### config.mk
export PLATFORM = sky130hd
export DESIGN_NAME = sacf_top
export DESIGN_NICKNAME = d
export VERILOG_FILES = /design/src/hw/sacf_pkg.sv /design/src/hw/sacf_sar.sv /design/src/hw/sacf_top.sv
export SDC_FILE = /design/constraint.sdc
export NUM_CORES = 1
export LEC_CHECK = 0
export BUFFER_PORTS_ARGS = -buffer_cell sky130_fd_sc_hd__buf_2
export CAP_MARGIN = 20
export CORE_ASPECT_RATIO = 1.2
export CORE_MARGIN = 2
export CORE_UTILIZATION = 60
export DETAILED_ROUTE_END_ITERATION = 10
export PLACE_DENSITY = 0.85
export REMOVE_ABC_BUFFERS = 1
export SYNTH_ARGS = -nofsm -noshare
export SYNTH_HDL_FRONTEND = slang
export SYNTH_SLANG_ARGS = --single-unit
### constraint.sdc
create_clock -name clk_sys -period 6.1 [get_ports clk_sys]
set_clock_uncertainty 0.1 [all_clocks]
set_input_delay 0.305 -clock clk_sys [delete_from_list [all_inputs] [get_ports clk_sys]]
set_output_delay 0.305 -clock clk_sys [all_outputs]
set_load 0.005 [all_outputs]
### src/hw/sacf_pkg.sv
// Constants, field layout and state type for the converter control front.
// Assumes one 200 MHz system clock and an Avalon-MM slave with waitrequest.
// How it works
// - One of up to 28 inputs is chosen per conversion by the channel code.
// - Code 11010 routes the temperature sensor, code 11011 the bandgap reference.
// - Reserved codes still convert; the result value is then undefined.
// - Clock source is bus clock, bus clock half, local async clock or alternate clock.
// - Selected source is divided by a programmable factor to form the conversion clock.
// - Alternate clock keeps ticking the converter while the processor waits.
// - With hardware trigger on, each counter overflow starts one conversion.
// - Hardware trigger is honoured in run, wait and stop3.
// - Linear successive approximation resolves 12 bits, one decision per step.
// - Result is right justified unsigned, 12, 10 or 8 bits, upper bits zero.
// - Single or continuous conversion; single conversion returns to idle alone.
// - Completion sets a flag and, with interrupt enabled, raises an interrupt.
// - Optional compare against a value, less-than or greater-or-equal, gates the flag.
// - Sample time and speed versus power are configurable, with a long sample.
// - Converter keeps running in wait and stop3 with a suitable clock.
// - Channel field is 5 bits; codes 00000 to 01111 select external inputs 0 to 15.
// - All-ones code turns converter off, isolates input, stops continuous mode.
// - Writing control one aborts a conversion and, with hardware trigger off, restarts it unless the code is all ones.
`default_nettype none

package sacf_pkg;

  localparam int unsigned CLK_MHZ       = 200;
  localparam int unsigned RES_BITS      = 12;
  localparam int unsigned CH_W          = 5;
  localparam int unsigned ADDR_W        = 5;
  localparam int unsigned DATA_W        = 32;

  // Channel codes
  localparam logic [4:0]  CH_TEMP       = 5'h1A;
  localparam logic [4:0]  CH_BANDGAP    = 5'h1B;
  localparam logic [4:0]  CH_OFF        = 5'h1F;

  // Register byte offsets
  localparam logic [4:0]  A_CTRL1       = 5'h00;
  localparam logic [4:0]  A_CTRL2       = 5'h04;
  localparam logic [4:0]  A_RESULT      = 5'h08;
  localparam logic [4:0]  A_CMP         = 5'h0C;
  localparam logic [4:0]  A_CFG         = 5'h10;

  // conversion_control_one fields
  localparam int unsigned C1_CH_LSB     = 0;
  localparam int unsigned C1_CONT       = 5;
  localparam int unsigned C1_IEN        = 6;
  localparam int unsigned C1_DONE       = 7;
  // control two fields
  localparam int unsigned C2_GTE        = 4;
  localparam int unsigned C2_CMPEN      = 5;
  localparam int unsigned C2_HWT        = 6;
  localparam int unsigned C2_ACTIVE     = 7;
  // configuration fields
  localparam int unsigned CFG_SRC_LSB   = 0;
  localparam int unsigned CFG_MODE_LSB  = 2;
  localparam int unsigned CFG_LSMP      = 4;
  localparam int unsigned CFG_DIV_LSB   = 5;
  localparam int unsigned CFG_LPWR      = 7;

  // Reset values
  localparam logic [4:0]  CH_RESET      = CH_OFF;
  localparam logic [11:0] CMP_RESET     = 12'h000;

  // Clock sources
  localparam logic [1:0]  SRC_BUS       = 2'h0;
  localparam logic [1:0]  SRC_BUS_HALF  = 2'h1;
  localparam logic [1:0]  SRC_ALT       = 2'h2;
  localparam logic [1:0]  SRC_LOCAL     = 2'h3;

  // Result widths
  localparam logic [1:0]  MODE_8        = 2'h0;
  localparam logic [1:0]  MODE_12       = 2'h1;
  localparam logic [1:0]  MODE_10       = 2'h2;
  localparam int unsigned SHIFT_10      = 2;
  localparam int unsigned SHIFT_8       = 4;

  // Sampling in conversion clock ticks
  localparam logic [4:0]  SHORT_SAMPLE  = 5'h03;
  localparam logic [4:0]  LONG_SAMPLE   = 5'h17;

  // Comparator settle time after each new trial code
  localparam int unsigned CMP_SETTLE_NS = 15;
  localparam int unsigned CMP_SETTLE_CYC_I = (CMP_SETTLE_NS * CLK_MHZ + 999) / 1000;
  localparam logic [1:0]  CMP_SETTLE_CYC = 2'(CMP_SETTLE_CYC_I);

  localparam logic [11:0] TRIAL_MSB     = 12'h800;
  localparam logic [3:0]  BIT_MSB       = 4'hB;

  typedef enum logic [1:0] {ST_IDLE, ST_SAMPLE, ST_STEP} sacf_state_t;

endpackage

`default_nettype wire

### src/hw/sacf_sar.sv
// Successive approximation sequencer: sampling phase, then one bit per step.
// Assumes tick is a one-cycle strobe from the conversion clock divider.
`default_nettype none

module sacf_sar
  import sacf_pkg::*;
(
  input  wire logic        clk_sys,
  input  wire logic        rst,
  input  wire logic        tick,
  input  wire logic        start,
  input  wire logic        abort,
  input  wire logic        long_sample,
  input  wire logic        cmp_high,
  output logic             sample_q,
  output logic             busy_q,
  output logic             done_q,
  output logic [11:0]      trial_q,
  output logic [11:0]      raw_q
);

  sacf_state_t state_q;
  logic [4:0]  cnt_q;
  logic [3:0]  bit_q;
  logic [1:0]  settle_q;
  logic [11:0] bit_mask;
  logic [11:0] decided;

  assign bit_mask = 12'h001 << bit_q;
  // Keep the trial bit only when the input sits above the trial level
  assign decided  = cmp_high ? trial_q : (trial_q & ~bit_mask);

  always_ff @(posedge clk_sys or posedge rst) begin
    if (rst) begin
      state_q  <= ST_IDLE;
      cnt_q    <= 5'h00;
      bit_q    <= 4'h0;
      settle_q <= 2'h0;
      sample_q <= 1'b0;
      busy_q   <= 1'b0;
      done_q   <= 1'b0;
      trial_q  <= 12'h000;
      raw_q    <= 12'h000;
    end else begin
      done_q <= 1'b0;
      if (settle_q != 2'h0) begin
        settle_q <= settle_q - 2'h1;
      end
      // A restart wins over an abort so a rewrite relaunches at once
      if (start) begin
        state_q  <= ST_SAMPLE;
        cnt_q    <= long_sample ? LONG_SAMPLE : SHORT_SAMPLE;
        sample_q <= 1'b1;
        busy_q   <= 1'b1;
      end else if (abort) begin
        state_q  <= ST_IDLE;
        sample_q <= 1'b0;
        busy_q   <= 1'b0;
      end else begin
        case (state_q)
          ST_SAMPLE: begin
            if (tick) begin
              if (cnt_q == 5'h00) begin
                sample_q <= 1'b0;
                trial_q  <= TRIAL_MSB;
                bit_q    <= BIT_MSB;
                settle_q <= CMP_SETTLE_CYC;
                state_q  <= ST_STEP;
              end else begin
                cnt_q <= cnt_q - 5'h01;
              end
            end
          end
          ST_STEP: begin
            if (tick && settle_q == 2'h0) begin
              if (bit_q == 4'h0) begin
                raw_q   <= decided;
                done_q  <= 1'b1;
                busy_q  <= 1'b0;
                state_q <= ST_IDLE;
              end else begin
                trial_q  <= decided | (bit_mask >> 1);
                bit_q    <= bit_q - 4'h1;
                settle_q <= CMP_SETTLE_CYC;
              end
            end
          end
          default: begin
            state_q <= ST_IDLE;
          end
        endcase
      end
    end
  end

endmodule

`default_nettype wire

### src/hw/sacf_top.sv
// Converter control front: register slave, clock source and divider,
// trigger handling, result formatting and compare.
// Assumes the analog mux, comparator and trial DAC sit outside; their
// comparator output and all clocks from outside arrive asynchronously.
//
// Implementation choices: the address map and the Avalon-MM slave port.
`default_nettype none

module sacf_top
  import sacf_pkg::*;
(
  input  wire logic              clk_sys,
  input  wire logic              rst,
  input  wire logic [ADDR_W-1:0] avs_address,
  input  wire logic              avs_read,
  input  wire logic              avs_write,
  input  wire logic [DATA_W-1:0] avs_writedata,
  output logic      [DATA_W-1:0] avs_readdata,
  output logic                   avs_waitrequest,
  input  wire logic              hardware_trigger_input,
  input  wire logic              alternate_clock,
  input  wire logic              local_async_clock,
  input  wire logic              comparator_high,
  input  wire logic              stop3_mode,
  output logic      [4:0]        channel_select,
  output logic                   converter_on,
  output logic                   input_isolate,
  output logic                   temp_sensor_en,
  output logic                   bandgap_en,
  output logic                   low_power,
  output logic                   sample_hold,
  output logic      [11:0]       trial_code,
  output logic                   conversion_irq
);

  function automatic logic [11:0] fmt_result(input logic [11:0] raw, input logic [1:0] mode);
    logic [11:0] r;
    r = raw >> SHIFT_8;
    if (mode == MODE_12) begin
      r = raw;
    end else if (mode == MODE_10) begin
      r = raw >> SHIFT_10;
    end
    return r;
  endfunction

  function automatic logic [2:0] div_limit(input logic [1:0] sel);
    return 3'((4'h1 << sel) - 4'h1);
  endfunction

  // Software visible state
  logic [4:0]  ch_q;
  logic        cont_q;
  logic        ien_q;
  logic        done_q;
  logic        hwt_q;
  logic        cmpen_q;
  logic        gte_q;
  logic [11:0] cmpval_q;
  logic [11:0] result_q;
  logic [1:0]  src_q;
  logic [1:0]  mode_q;
  logic        lsmp_q;
  logic [1:0]  div_q;
  logic        lpwr_q;

  // Bus handshake
  logic        wait_q;
  logic        bus_go;
  logic        wr_c1;
  logic        wr_c2;
  logic        wr_cmp;
  logic        wr_cfg;
  logic        rd_result;
  logic [31:0] rd_word;

  // Synchronisers and clocking
  logic [2:0]  trig_s_q;
  logic [2:0]  alt_s_q;
  logic [2:0]  loc_s_q;
  logic [1:0]  cmp_s_q;
  logic        half_q;
  logic        src_tick;
  logic [2:0]  div_cnt_q;
  logic        conv_tick_q;
  logic        trig_pend_q;

  // Sequencer hookup
  logic        sar_start;
  logic        sar_busy;
  logic        sar_done;
  logic [11:0] sar_raw;
  logic        sw_start;
  logic        hw_start;
  logic        cont_start;
  logic [11:0] fmt_now;
  logic        cmp_true;
  logic [4:0]  wr_ch;

  assign bus_go = (avs_read || avs_write) && !wait_q;
  assign wr_ch  = avs_writedata[C1_CH_LSB +: CH_W];

  always_comb begin
    wr_c1     = 1'b0;
    wr_c2     = 1'b0;
    wr_cmp    = 1'b0;
    wr_cfg    = 1'b0;
    rd_result = 1'b0;
    rd_word   = 32'h0000_0000;
    if (avs_address == A_CTRL1) begin
      wr_c1   = avs_write && bus_go;
      rd_word = {24'h000000, done_q, ien_q, cont_q, ch_q};
    end else if (avs_address == A_CTRL2) begin
      wr_c2   = avs_write && bus_go;
      rd_word = {24'h000000, sar_busy, hwt_q, cmpen_q, gte_q, 4'h0};
    end else if (avs_address == A_RESULT) begin
      rd_result = avs_read && bus_go;
      rd_word   = {20'h00000, result_q};
    end else if (avs_address == A_CMP) begin
      wr_cmp  = avs_write && bus_go;
      rd_word = {20'h00000, cmpval_q};
    end else if (avs_address == A_CFG) begin
      wr_cfg  = avs_write && bus_go;
      rd_word = {24'h000000, lpwr_q, div_q, lsmp_q, mode_q, src_q};
    end
  end

  // One wait cycle per access; the access completes on the following edge
  always_ff @(posedge clk_sys or posedge rst) begin
    if (rst) begin
      wait_q       <= 1'b1;
      avs_readdata <= 32'h0000_0000;
    end else begin
      wait_q <= !((avs_read || avs_write) && wait_q);
      if (avs_read && wait_q) begin
        avs_readdata <= rd_word;
      end
    end
  end

  assign avs_waitrequest = wait_q;

  always_ff @(posedge clk_sys or posedge rst) begin
    if (rst) begin
      ch_q     <= CH_RESET;
      cont_q   <= 1'b0;
      ien_q    <= 1'b0;
      hwt_q    <= 1'b0;
      cmpen_q  <= 1'b0;
      gte_q    <= 1'b0;
      cmpval_q <= CMP_RESET;
      src_q    <= SRC_BUS;
      mode_q   <= MODE_8;
      lsmp_q   <= 1'b0;
      div_q    <= 2'h0;
      lpwr_q   <= 1'b0;
    end else begin
      if (wr_c1) begin
        ch_q   <= wr_ch;
        cont_q <= avs_writedata[C1_CONT];
        ien_q  <= avs_writedata[C1_IEN];
      end
      if (wr_c2) begin
        hwt_q   <= avs_writedata[C2_HWT];
        cmpen_q <= avs_writedata[C2_CMPEN];
        gte_q   <= avs_writedata[C2_GTE];
      end
      if (wr_cmp) begin
        cmpval_q <= avs_writedata[11:0];
      end
      if (wr_cfg) begin
        src_q  <= avs_writedata[CFG_SRC_LSB +: 2];
        mode_q <= avs_writedata[CFG_MODE_LSB +: 2];
        lsmp_q <= avs_writedata[CFG_LSMP];
        div_q  <= avs_writedata[CFG_DIV_LSB +: 2];
        lpwr_q <= avs_writedata[CFG_LPWR];
      end
    end
  end

  // Outside levels pass two flip-flops; stage three only feeds edge detection
  always_ff @(posedge clk_sys or posedge rst) begin
    if (rst) begin
      trig_s_q <= 3'h0;
      alt_s_q  <= 3'h0;
      loc_s_q  <= 3'h0;
      cmp_s_q  <= 2'h0;
    end else begin
      trig_s_q <= {trig_s_q[1:0], hardware_trigger_input};
      alt_s_q  <= {alt_s_q[1:0], alternate_clock};
      loc_s_q  <= {loc_s_q[1:0], local_async_clock};
      cmp_s_q  <= {cmp_s_q[0], comparator_high};
    end
  end

  // Bus-derived sources and the alternate clock halt in stop3; the local clock runs on. Wait mode gates nothing.
  always_comb begin
    case (src_q)
      SRC_BUS:      src_tick = !stop3_mode;
      SRC_BUS_HALF: src_tick = half_q && !stop3_mode;
      SRC_ALT:      src_tick = alt_s_q[1] && !alt_s_q[2] && !stop3_mode;
      default:      src_tick = loc_s_q[1] && !loc_s_q[2];
    endcase
  end

  always_ff @(posedge clk_sys or posedge rst) begin
    if (rst) begin
      half_q      <= 1'b0;
      div_cnt_q   <= 3'h0;
      conv_tick_q <= 1'b0;
    end else begin
      half_q      <= !half_q;
      conv_tick_q <= 1'b0;
      if (src_tick) begin
        if (div_cnt_q >= div_limit(div_q)) begin
          div_cnt_q   <= 3'h0;
          conv_tick_q <= 1'b1;
        end else begin
          div_cnt_q <= div_cnt_q + 3'h1;
        end
      end
    end
  end

  // An overflow edge is held until the sequencer is free, then used once
  always_ff @(posedge clk_sys or posedge rst) begin
    if (rst) begin
      trig_pend_q <= 1'b0;
    end else begin
      if (hw_start || !hwt_q || ch_q == CH_OFF) begin
        trig_pend_q <= 1'b0;
      end
      if (trig_s_q[1] && !trig_s_q[2] && hwt_q && ch_q != CH_OFF) begin
        trig_pend_q <= 1'b1;
      end
    end
  end

  assign sw_start   = wr_c1 && wr_ch != CH_OFF && !hwt_q;
  // A trigger still pending when the off code lands must not relaunch the sequencer
  assign hw_start   = trig_pend_q && !sar_busy && !wr_c1 && ch_q != CH_OFF;
  assign cont_start = sar_done && cont_q && ch_q != CH_OFF && !hwt_q;
  assign sar_start  = sw_start || hw_start || cont_start;

  sacf_sar u_sar (
    .clk_sys     (clk_sys),
    .rst         (rst),
    .tick        (conv_tick_q),
    .start       (sar_start),
    .abort       (wr_c1 || ch_q == CH_OFF),
    .long_sample (lsmp_q),
    .cmp_high    (cmp_s_q[1]),
    .sample_q    (sample_hold),
    .busy_q      (sar_busy),
    .done_q      (sar_done),
    .trial_q     (trial_code),
    .raw_q       (sar_raw)
  );

  assign fmt_now  = fmt_result(sar_raw, mode_q);
  assign cmp_true = gte_q ? (fmt_now >= cmpval_q) : (fmt_now < cmpval_q);

  // Clear first, then set, so a completion in the clearing cycle survives
  always_ff @(posedge clk_sys or posedge rst) begin
    if (rst) begin
      done_q   <= 1'b0;
      result_q <= 12'h000;
    end else begin
      if (wr_c1 || rd_result) begin
        done_q <= 1'b0;
      end
      if (sar_done && (!cmpen_q || cmp_true)) begin
        done_q   <= 1'b1;
        result_q <= fmt_now;
      end
    end
  end

  // Analog side controls; reserved codes are passed through and convert anyway
  always_ff @(posedge clk_sys or posedge rst) begin
    if (rst) begin
      channel_select <= CH_RESET;
      converter_on   <= 1'b0;
      input_isolate  <= 1'b1;
      temp_sensor_en <= 1'b0;
      bandgap_en     <= 1'b0;
      low_power      <= 1'b0;
      conversion_irq <= 1'b0;
    end else begin
      channel_select <= ch_q;
      converter_on   <= ch_q != CH_OFF;
      input_isolate  <= ch_q == CH_OFF;
      temp_sensor_en <= ch_q == CH_TEMP;
      bandgap_en     <= ch_q == CH_BANDGAP;
      low_power      <= lpwr_q;
      conversion_irq <= done_q && ien_q;
    end
  end

endmodule

`default_nettype wire

==> flow_metrics.py, run 1 <==
metrics = {
    "timing": {
        "drv_slew": 0,
        "tns_ns": 0,
        "post-route-period-util_pct": 66.2,
        "hold_viol": 0,
        "finalCriticalPeriod_ns": 4.04,
        "rsz0062_at_grt": "false",
        "finalSetupViolations": 0,
        "tightestPinTransition_ns": 0.941,
        "fmax_ghz": 0.248,
        "max_slew_margin_pct": 37.0,
        "holdWs_ns": 0.0257,
    },
    "logic_synthesis": {
        "synth_area_mm2": 0.00624,
        "yosysWarningCount": 0,
        "ys_seq_area_share_pct": 50.0,
        "ys.flop_type": "dfrtp_1",
        "synth-seq-cells": 124,
        "syn_inst": 588,
        "ys_types": 64,
        "avgSynthCellArea_um2": 10.6,
        "async_flop_share_pct": 100,
        "synth_edf_count": 0,
    },
    "clock_tree": {
        "numCtsBuffers": 17,
        "cts_buffer_depth": 2,
        "root_buffer": "clkbuf_16",
        "worstSkewPairLatency_ns": 0.42,
        "clk_pin_slew_ns": 0.06,
        "htreeDepth": 4,
        "cts_tree": "yes",
        "cts_setup_buffers": 0,
        "cts_sinks": 124,
    },
    "routing": {
        "routedLengthMet1_um": 5360,
        "routed_wirelength_um": 14100,
        "drt-wirelength-per-cell_um": 17.8,
        "wl_met3_um": 872,
        "antenna_left": 0,
        "first_pass_iters": 6,
        "drc": 0,
        "avgViaCountPerCell": 5.97,
        "drt_iter0_markers": 300,
        "route.met2.wl_um": 7410,
        "highest_layer": "met4",
        "vias": 4748,
    },
    "placement": {
        "post-place-cells": 756,
        "port_buffers": 62,
        "hpwl_um": 9470,
        "place.gp.congestion": 0.924,
    },
    "setup_path": {
        "crit_path_end_kind": "flop",
        "path_class": "reg2reg",
        "critPathArrivalTime_ns": 4.23,
        "crit_path_max_fanout": 28,
        "reg2reg_setup_slack_ns": 2.06,
        "cp.required_ns": 6.30,
        "crit_path_start_kind": "flop",
    },
    "floorplanning": {
        "die-height_um": 116,
        "coreArea_mm2": 0.0101,
        "start_util_pct": 62.0,
        "die_w_um": 97.1,
        "row_count": 40,
        "die_area_mm2": 0.0112,
        "ios": 103,
    },
    "layout": {
        "layout_commonest_cell": "dfrtp_1",
        "final_cells": 795,
        "mostFrequentLayoutCells": "dfrtp_1 (112), nand2_1 (93), buf_2 (62), o21ai_0 (42), mux2_2 (33)",
        "diodes": 0,
        "layout.nets": 730,
        "layout-drive-gt1-share_pct": 24.8,
        "areaGrowthSynthToFinish_pct": 15.6,
        "final_util_pct": 71.6,
    },
    "global_route": {
        "grt_max_degree": 69,
        "grt_pass1_vias": 4801,
        "gr-usage-all-layers_pct": 26.8,
        "overflow": 0,
        "grt_pass1_wl_um": 23400,
        "antenna_found_initial": 0,
    },
    "status": {
        "run_status": "complete, no violations",
    },
    "power": {
        "pwr_density_cell_mw_per_mm2": 330,
        "p_leak_nw": 3.33,
        "irDropWorstVdd_uv": 216,
    },
    "run": {
        "maxCapViolations": 0,
    },
    "hold_path": {
        "min-delay-path-class": "in2reg",
    },
}
## path summary, 6_finish.rpt
check / start / endpoint / cells after the start
setup / recovery: mode_q[1] / result_q[10] / 10
hold / removal: avs_writedata[11] / cmpval_q[11] / 2
setup reg to reg: mode_q[1] / result_q[10] / 10
hold reg to reg: cmp_s_q[0] / cmp_s_q[1] / 0
max in group asynchronous: rst / avs_readdata[4] / 4
min in group asynchronous: rst / u_sar.cnt_q[2] / 3
## flip-flops by register name (all words and copies together) (netlist names), 2 cells and up
name	flops
u_sar.raw_q	12
div_cnt_q	3
u_sar.settle_q	2
avs_readdata	12
result_q	12
cmp_s_q	2
div_q	2
channel_select	5
u_sar.trial_q	12
u_sar.state_q	2
src_q	2
u_sar.bit_q	4
trig_s_q	3
u_sar.cnt_q	5
ch_q	5
loc_s_q	3
cmpval_q	12
mode_q	2
alt_s_q	3
## power breakdown
| group | total, mW | leakage (nW) | internal, mW | switching (mW) |
|---|---|---|---|---|
| combinational | 0.370 | 1.43 | 0.160 | 0.210 |
| sequential | 0.996 | 1.61 | 0.908 | 0.0887 |
| clock | 1.02 | 0.294 | 0.657 | 0.358 |
| total | 2.38 | 3.33 | 1.72 | 0.657 |
## metrics by stage
| step | power (mW) | setup WS, ns | cell area [µm²] |
|---|---|---|---|
| floorplan | 1.24 | 2.42 | 6050 |
| global placement | 1.33 | 2.46 | 6540 |
| detailed placement | 1.36 | 2.23 | 6540 |
| CTS | 2.39 | 2.05 | 7210 |
| global route | 2.50 | 1.80 | 7210 |
| finish | 2.38 | 2.06 | 7210 |
## synthesized netlist by cell type, types with 3 or more instances
cell type    n  area (µm²)
a31oi_1      3        18.8
o21ai_0     42         210
nor2_1      18        67.6
and3_1       5        31.3
a22oi_1      5        37.5
inv_1       32         120
dfrtp_1    112        2800
mux2i_1      4        40.0
buf_2       10        50.1
dfstp_2     12         315
a32o_1       9        90.1
xnor2_1      3        26.3
a21boi_0     6        45.0
nand2_1     93         349
a222oi_1     8        80.1
nor2b_1      5        31.3
nor3b_1      4        30.0
clkbuf_1     9        33.8
o211ai_1     8        60.1
o21ai_1     10        50.1
o2bb2ai_1    4        35.0
buf_4       20         150
and2_1       5        31.3
nand4_1      4        25.0
a21oi_1     12        60.1
ha_1        28         350
nand3_1     11        55.1
mux2_2      33         372
mux2_4       8         120
nand2b_1    18         113
nor3_1       5        25.0
## worst max-delay path, cell delays in order, from the launching register on
cell and delay [ns]:
dfrtp_1 0.83, o21ai_0 0.20, o21ai_0 0.47, ha_1 0.38, a21oi_2 0.14, o21ai_1 0.09, a221oi_2 0.36, nor2_1 0.10
a311oi_2 0.56, buf_4 0.33, mux2_2 0.35
## cells by family (layout without fill, tap and decap cells)
kind of cell | Yosys count | count (layout) | synth area share (%)
buffers and inverters | 73 | 135 | 6.04
adders and majority gates | 28 | 28 | 5.62
xor gates and xnor gates | 4 | 4 | 0.562
AOI/OAI and AO/OA | 131 | 131 | 15.0
muxes | 45 | 45 | 8.53
DFF | 124 | 124 | 50.0
other | 1 | 20 | 0.0601
and+or+nand+nor | 182 | 182 | 14.2
## timing repair
action                    4_1_cts  5_1_grt
hold buffers                    7        0
hold endpoints to repair       61        0
resized for setup               0        0
## per-layer routing
metal	track usage [%]	vias to the layer above
met3	5.73	44
met2	46.5	189
met1	31.7	2340
li1	-	2175
met5	0	-
met4	13.9	0
## layout make-up
cell class,instances,area (µm²)
Inverter,32,123
Clock inverter,13,148
Multi-Input combinational cell,410,2810
Clock buffer,19,453
Fill cell,725,2850
Timing Repair Buffer,71,395
Tap cell,126,158
Sequential cell,124,3120
No activity file was read; power rests on OpenSTA's default activity.
==> run 2: changes to the inputs <==
--- a/config.mk
+++ b/config.mk
@@ -5,13 +5,14 @@
 export SDC_FILE = /design/constraint.sdc
 export NUM_CORES = 1
 export LEC_CHECK = 0
+export ABC_AREA = 1
 export BUFFER_PORTS_ARGS = -buffer_cell sky130_fd_sc_hd__buf_2
 export CAP_MARGIN = 20
 export CORE_ASPECT_RATIO = 1.2
 export CORE_MARGIN = 2
-export CORE_UTILIZATION = 60
+export CORE_UTILIZATION = 52
 export DETAILED_ROUTE_END_ITERATION = 10
-export PLACE_DENSITY = 0.85
+export PLACE_DENSITY = 0.78
 export REMOVE_ABC_BUFFERS = 1
 export SYNTH_ARGS = -nofsm -noshare
 export SYNTH_HDL_FRONTEND = slang
==> constraint.sdc (replaced) <==
create_clock -name clk_sys -period 3.4 [get_ports clk_sys]
set_clock_uncertainty 0.1 [all_clocks]
set_input_delay 0.17 -clock clk_sys [delete_from_list [all_inputs] [get_ports clk_sys]]
set_output_delay 0.17 -clock clk_sys [all_outputs]
set_load 0.005 [all_outputs]
==> flow_metrics.py, run 2 <==
metrics = {
    "floorplanning": {
        "die_w_um": 106,
        "die-height_um": 126,
        "row_count": 44,
        "start_util_pct": 53.3,
        "coreArea_mm2": 0.0122,
        "ios": 103,
        "die_area_mm2": 0.0134,
    },
    "clock_tree": {
        "clk_pin_slew_ns": 0.06,
        "cts_tree": "yes",
        "numCtsBuffers": 17,
        "cts_buffer_depth": 2,
        "worstSkewPairLatency_ns": 0.41,
        "htreeDepth": 4,
        "root_buffer": "clkbuf_16",
        "cts_setup_buffers": 0,
        "cts_sinks": 124,
    },
    "timing": {
        "hold_viol": 0,
        "holdWs_ns": 0.0146,
        "fmax_ghz": 0.341,
        "finalSetupViolations": 0,
        "drv_slew": 0,
        "post-route-period-util_pct": 86.2,
        "finalCriticalPeriod_ns": 2.93,
        "rsz0062_at_grt": "false",
        "tightestPinTransition_ns": 0.711,
        "max_slew_margin_pct": 52.5,
    },
    "power": {
        "switching_power_mw": 1.32,
        "pwr_density_cell_mw_per_mm2": 559,
        "combPwrFrac_pct": 18.4,
        "sw_frac_of_total_pct": 31.5,
        "p_seq_share_pct": 42.4,
        "irDropWorstVdd_uv": 277,
        "p_int_mw": 2.87,
        "clkPwrFrac_pct": 39.1,
        "p_leak_nw": 3.85,
        "total_power_mw": 4.19,
    },
    "global_route": {
        "gr-usage-all-layers_pct": 22.8,
        "overflow": 0,
        "grt_pass1_vias": 5112,
        "grt_max_degree": 76,
        "antenna_found_initial": 0,
        "grt_pass1_wl_um": 24500,
    },
    "run": {
        "maxCapViolations": 0,
    },
    "routing": {
        "drt-wirelength-per-cell_um": 13.8,
        "vias": 5390,
        "avgViaCountPerCell": 5.21,
        "drt_iter0_markers": 301,
        "antenna_left": 0,
        "drc": 0,
        "routed_wirelength_um": 14300,
        "first_pass_iters": 6,
    },
    "setup_path": {
        "crit_path_start_kind": "flop",
        "path_class": "reg2reg",
        "cp.required_ns": 3.60,
        "worstReg2RegStart": "mode_q[0]",
        "reg2reg_setup_slack_ns": 0.47,
        "worstRegToRegCells": 14,
        "critPathArrivalTime_ns": 3.13,
        "crit_path_end_kind": "flop",
        "crit_path_max_fanout": 13,
        "r2r_end": "result_q[5]",
    },
    "logic_synthesis": {
        "ys.flop_type": "dfrtp_1",
        "synth_area_leader_cell": "dfrtp_1",
        "synth_edf_count": 0,
        "avgSynthCellArea_um2": 8.26,
        "synth_area_mm2": 0.00649,
        "synth_top_area_share_pct": 43.2,
        "syn_inst": 786,
        "yosysWarningCount": 0,
        "netlist_top_cells_area": "dfrtp_1 (43%), nand2_1 (14%), ha_1 (5.4%)",
        "synth-seq-cells": 124,
        "async_flop_share_pct": 100,
        "ys_seq_area_share_pct": 48.1,
        "yosys-top-cells-count": "nand2_1 (236), dfrtp_1 (112), inv_1 (79)",
        "synth.most_common_cell": "nand2_1",
        "ys_types": 40,
    },
    "hold_path": {
        "holdPathEnd": "gte_q",
        "hold_depth": 3,
        "min-delay-path-class": "in2reg",
        "holdCritStartpoint": "avs_writedata[4]",
    },
    "placement": {
        "hpwl_um": 9930,
        "port_buffers": 62,
        "post-place-cells": 987,
        "place.gp.congestion": 0.923,
    },
    "layout": {
        "n_fill_cell": 1075,
        "diodes": 0,
        "layout_commonest_cell": "nand2_1",
        "final_cells": 1034,
        "areaGrowthSynthToFinish_pct": 15.7,
        "layout-drive-gt1-share_pct": 17.2,
        "mostFrequentLayoutCells": "nand2_1 (236), dfrtp_1 (112), inv_1 (78), o21ai_0 (65), buf_2 (62)",
        "layout.nets": 934,
    },
    "status": {
        "run_status": "complete, no violations",
    },
}
[run 2: changes by cell type after synthesis, sizes merged, moves of 9 or more]
| cell | change |
|---|---|
| nand2 | +153 |
| inv | +52 |
| nand3 | +39 |
| mux2 | -37 |
| o21ai | +26 |
| nor2 | +19 |
| nand2b | -18 |
| a21oi | +17 |
| nand4 | +17 |
| a32o | -9 |
[run 2: layout make-up]
type                            count  area [µm²]  area share [%]
Sequential cell                   124        3120            41.5
Multi-Input combinational cell    549        2820            37.5
Timing Repair Buffer               80         495            6.60
Clock buffer                       17         425            5.67
Inverter                           88         333            4.43
Tap cell                          161         201            2.68
Clock inverter                     15         118            1.57
[run 2: worst max-delay path by stage]
stage / end / depth (start not counted) / slack [ns] / from
finish: result_q[5] / 14 / 0.47 / mode_q[0]
global route: result_q[4] / 15 / 0.15 / mode_q[1]
global placement: result_q[6] / 14 / 0.37 / mode_q[0]
detailed placement: result_q[4] / 14 / 0.34 / mode_q[0]
CTS: result_q[5] / 15 / 0.29 / mode_q[1]
floorplan: alt_s_q[0] / 1 / -0.15 / rst
[run 2: power by group through the flow]
stage               clock (mW)  combinational, mW  sequential (mW)
floorplan                    0              0.554             1.77
global placement             0              0.728             1.79
detailed placement           0              0.750             1.80
CTS                       1.66              0.776             1.78
global route              1.74              0.897             1.80
finish                    1.64              0.773             1.78
[run 2: what timing repair did]
item                                    CTS  global route
hold endpoints to repair                 57             0
endpoints found under the setup margin    0            12
hold buffers                             15             0
gates resized for setup                   0             1
[run 2: through the flow]
| step | setup TNS, ns | cell area, µm² | util, % | worst slack [ns] |
|---|---|---|---|---|
| after detailed placement | 0 | 6810 | 56.0 | 0.335 |
| after global routing | 0 | 7510 | 61.7 | 0.153 |
| after floorplan | -16.73 | 6260 | - | -0.149 |
| final | 0 | 7510 | 61.7 | 0.471 |
| after CTS | 0 | 7500 | 61.7 | 0.292 |
| after global placement | 0 | 6810 | 56.0 | 0.371 |
[run 2: critical path, stage by stage (launching register included)]
cell	delay [ns]
dfrtp_1	0.43
nor2_2	0.37
inv_1	0.19
nor2_1	0.12
o22ai_1	0.11
ha_1	0.33
nand2_1	0.08
nor2_1	0.11
nand2_1	0.07
o21ai_0	0.16
nand3_1	0.09
nand3_1	0.10
nand2_1	0.31
nand2_1	0.17
nand2_1	0.07
[run 2: cell families (layout without fill, tap and decap cells)]
family	count (synthesis)	in the layout	share of synthesized area, %
compound gates	126	126	11.0
xor+xnor	3	3	0.405
fa+ha+maj	28	28	5.40
buf+inv	132	200	9.70
flops	124	124	48.1
mux	4	4	0.694
other cells	1	20	0.0578
simple gates	368	368	24.7
[run 2: routing by layer]
metal	wire length (µm)	track usage [%]	part of all wire, %	vias to the layer above
met4	511	12.3	3.6	0
met1	6210	28.5	44	2506
met5	0	0	0	-
met2	6910	37.8	48	175
met3	627	3.91	4.4	36
li1	-	-	-	2673
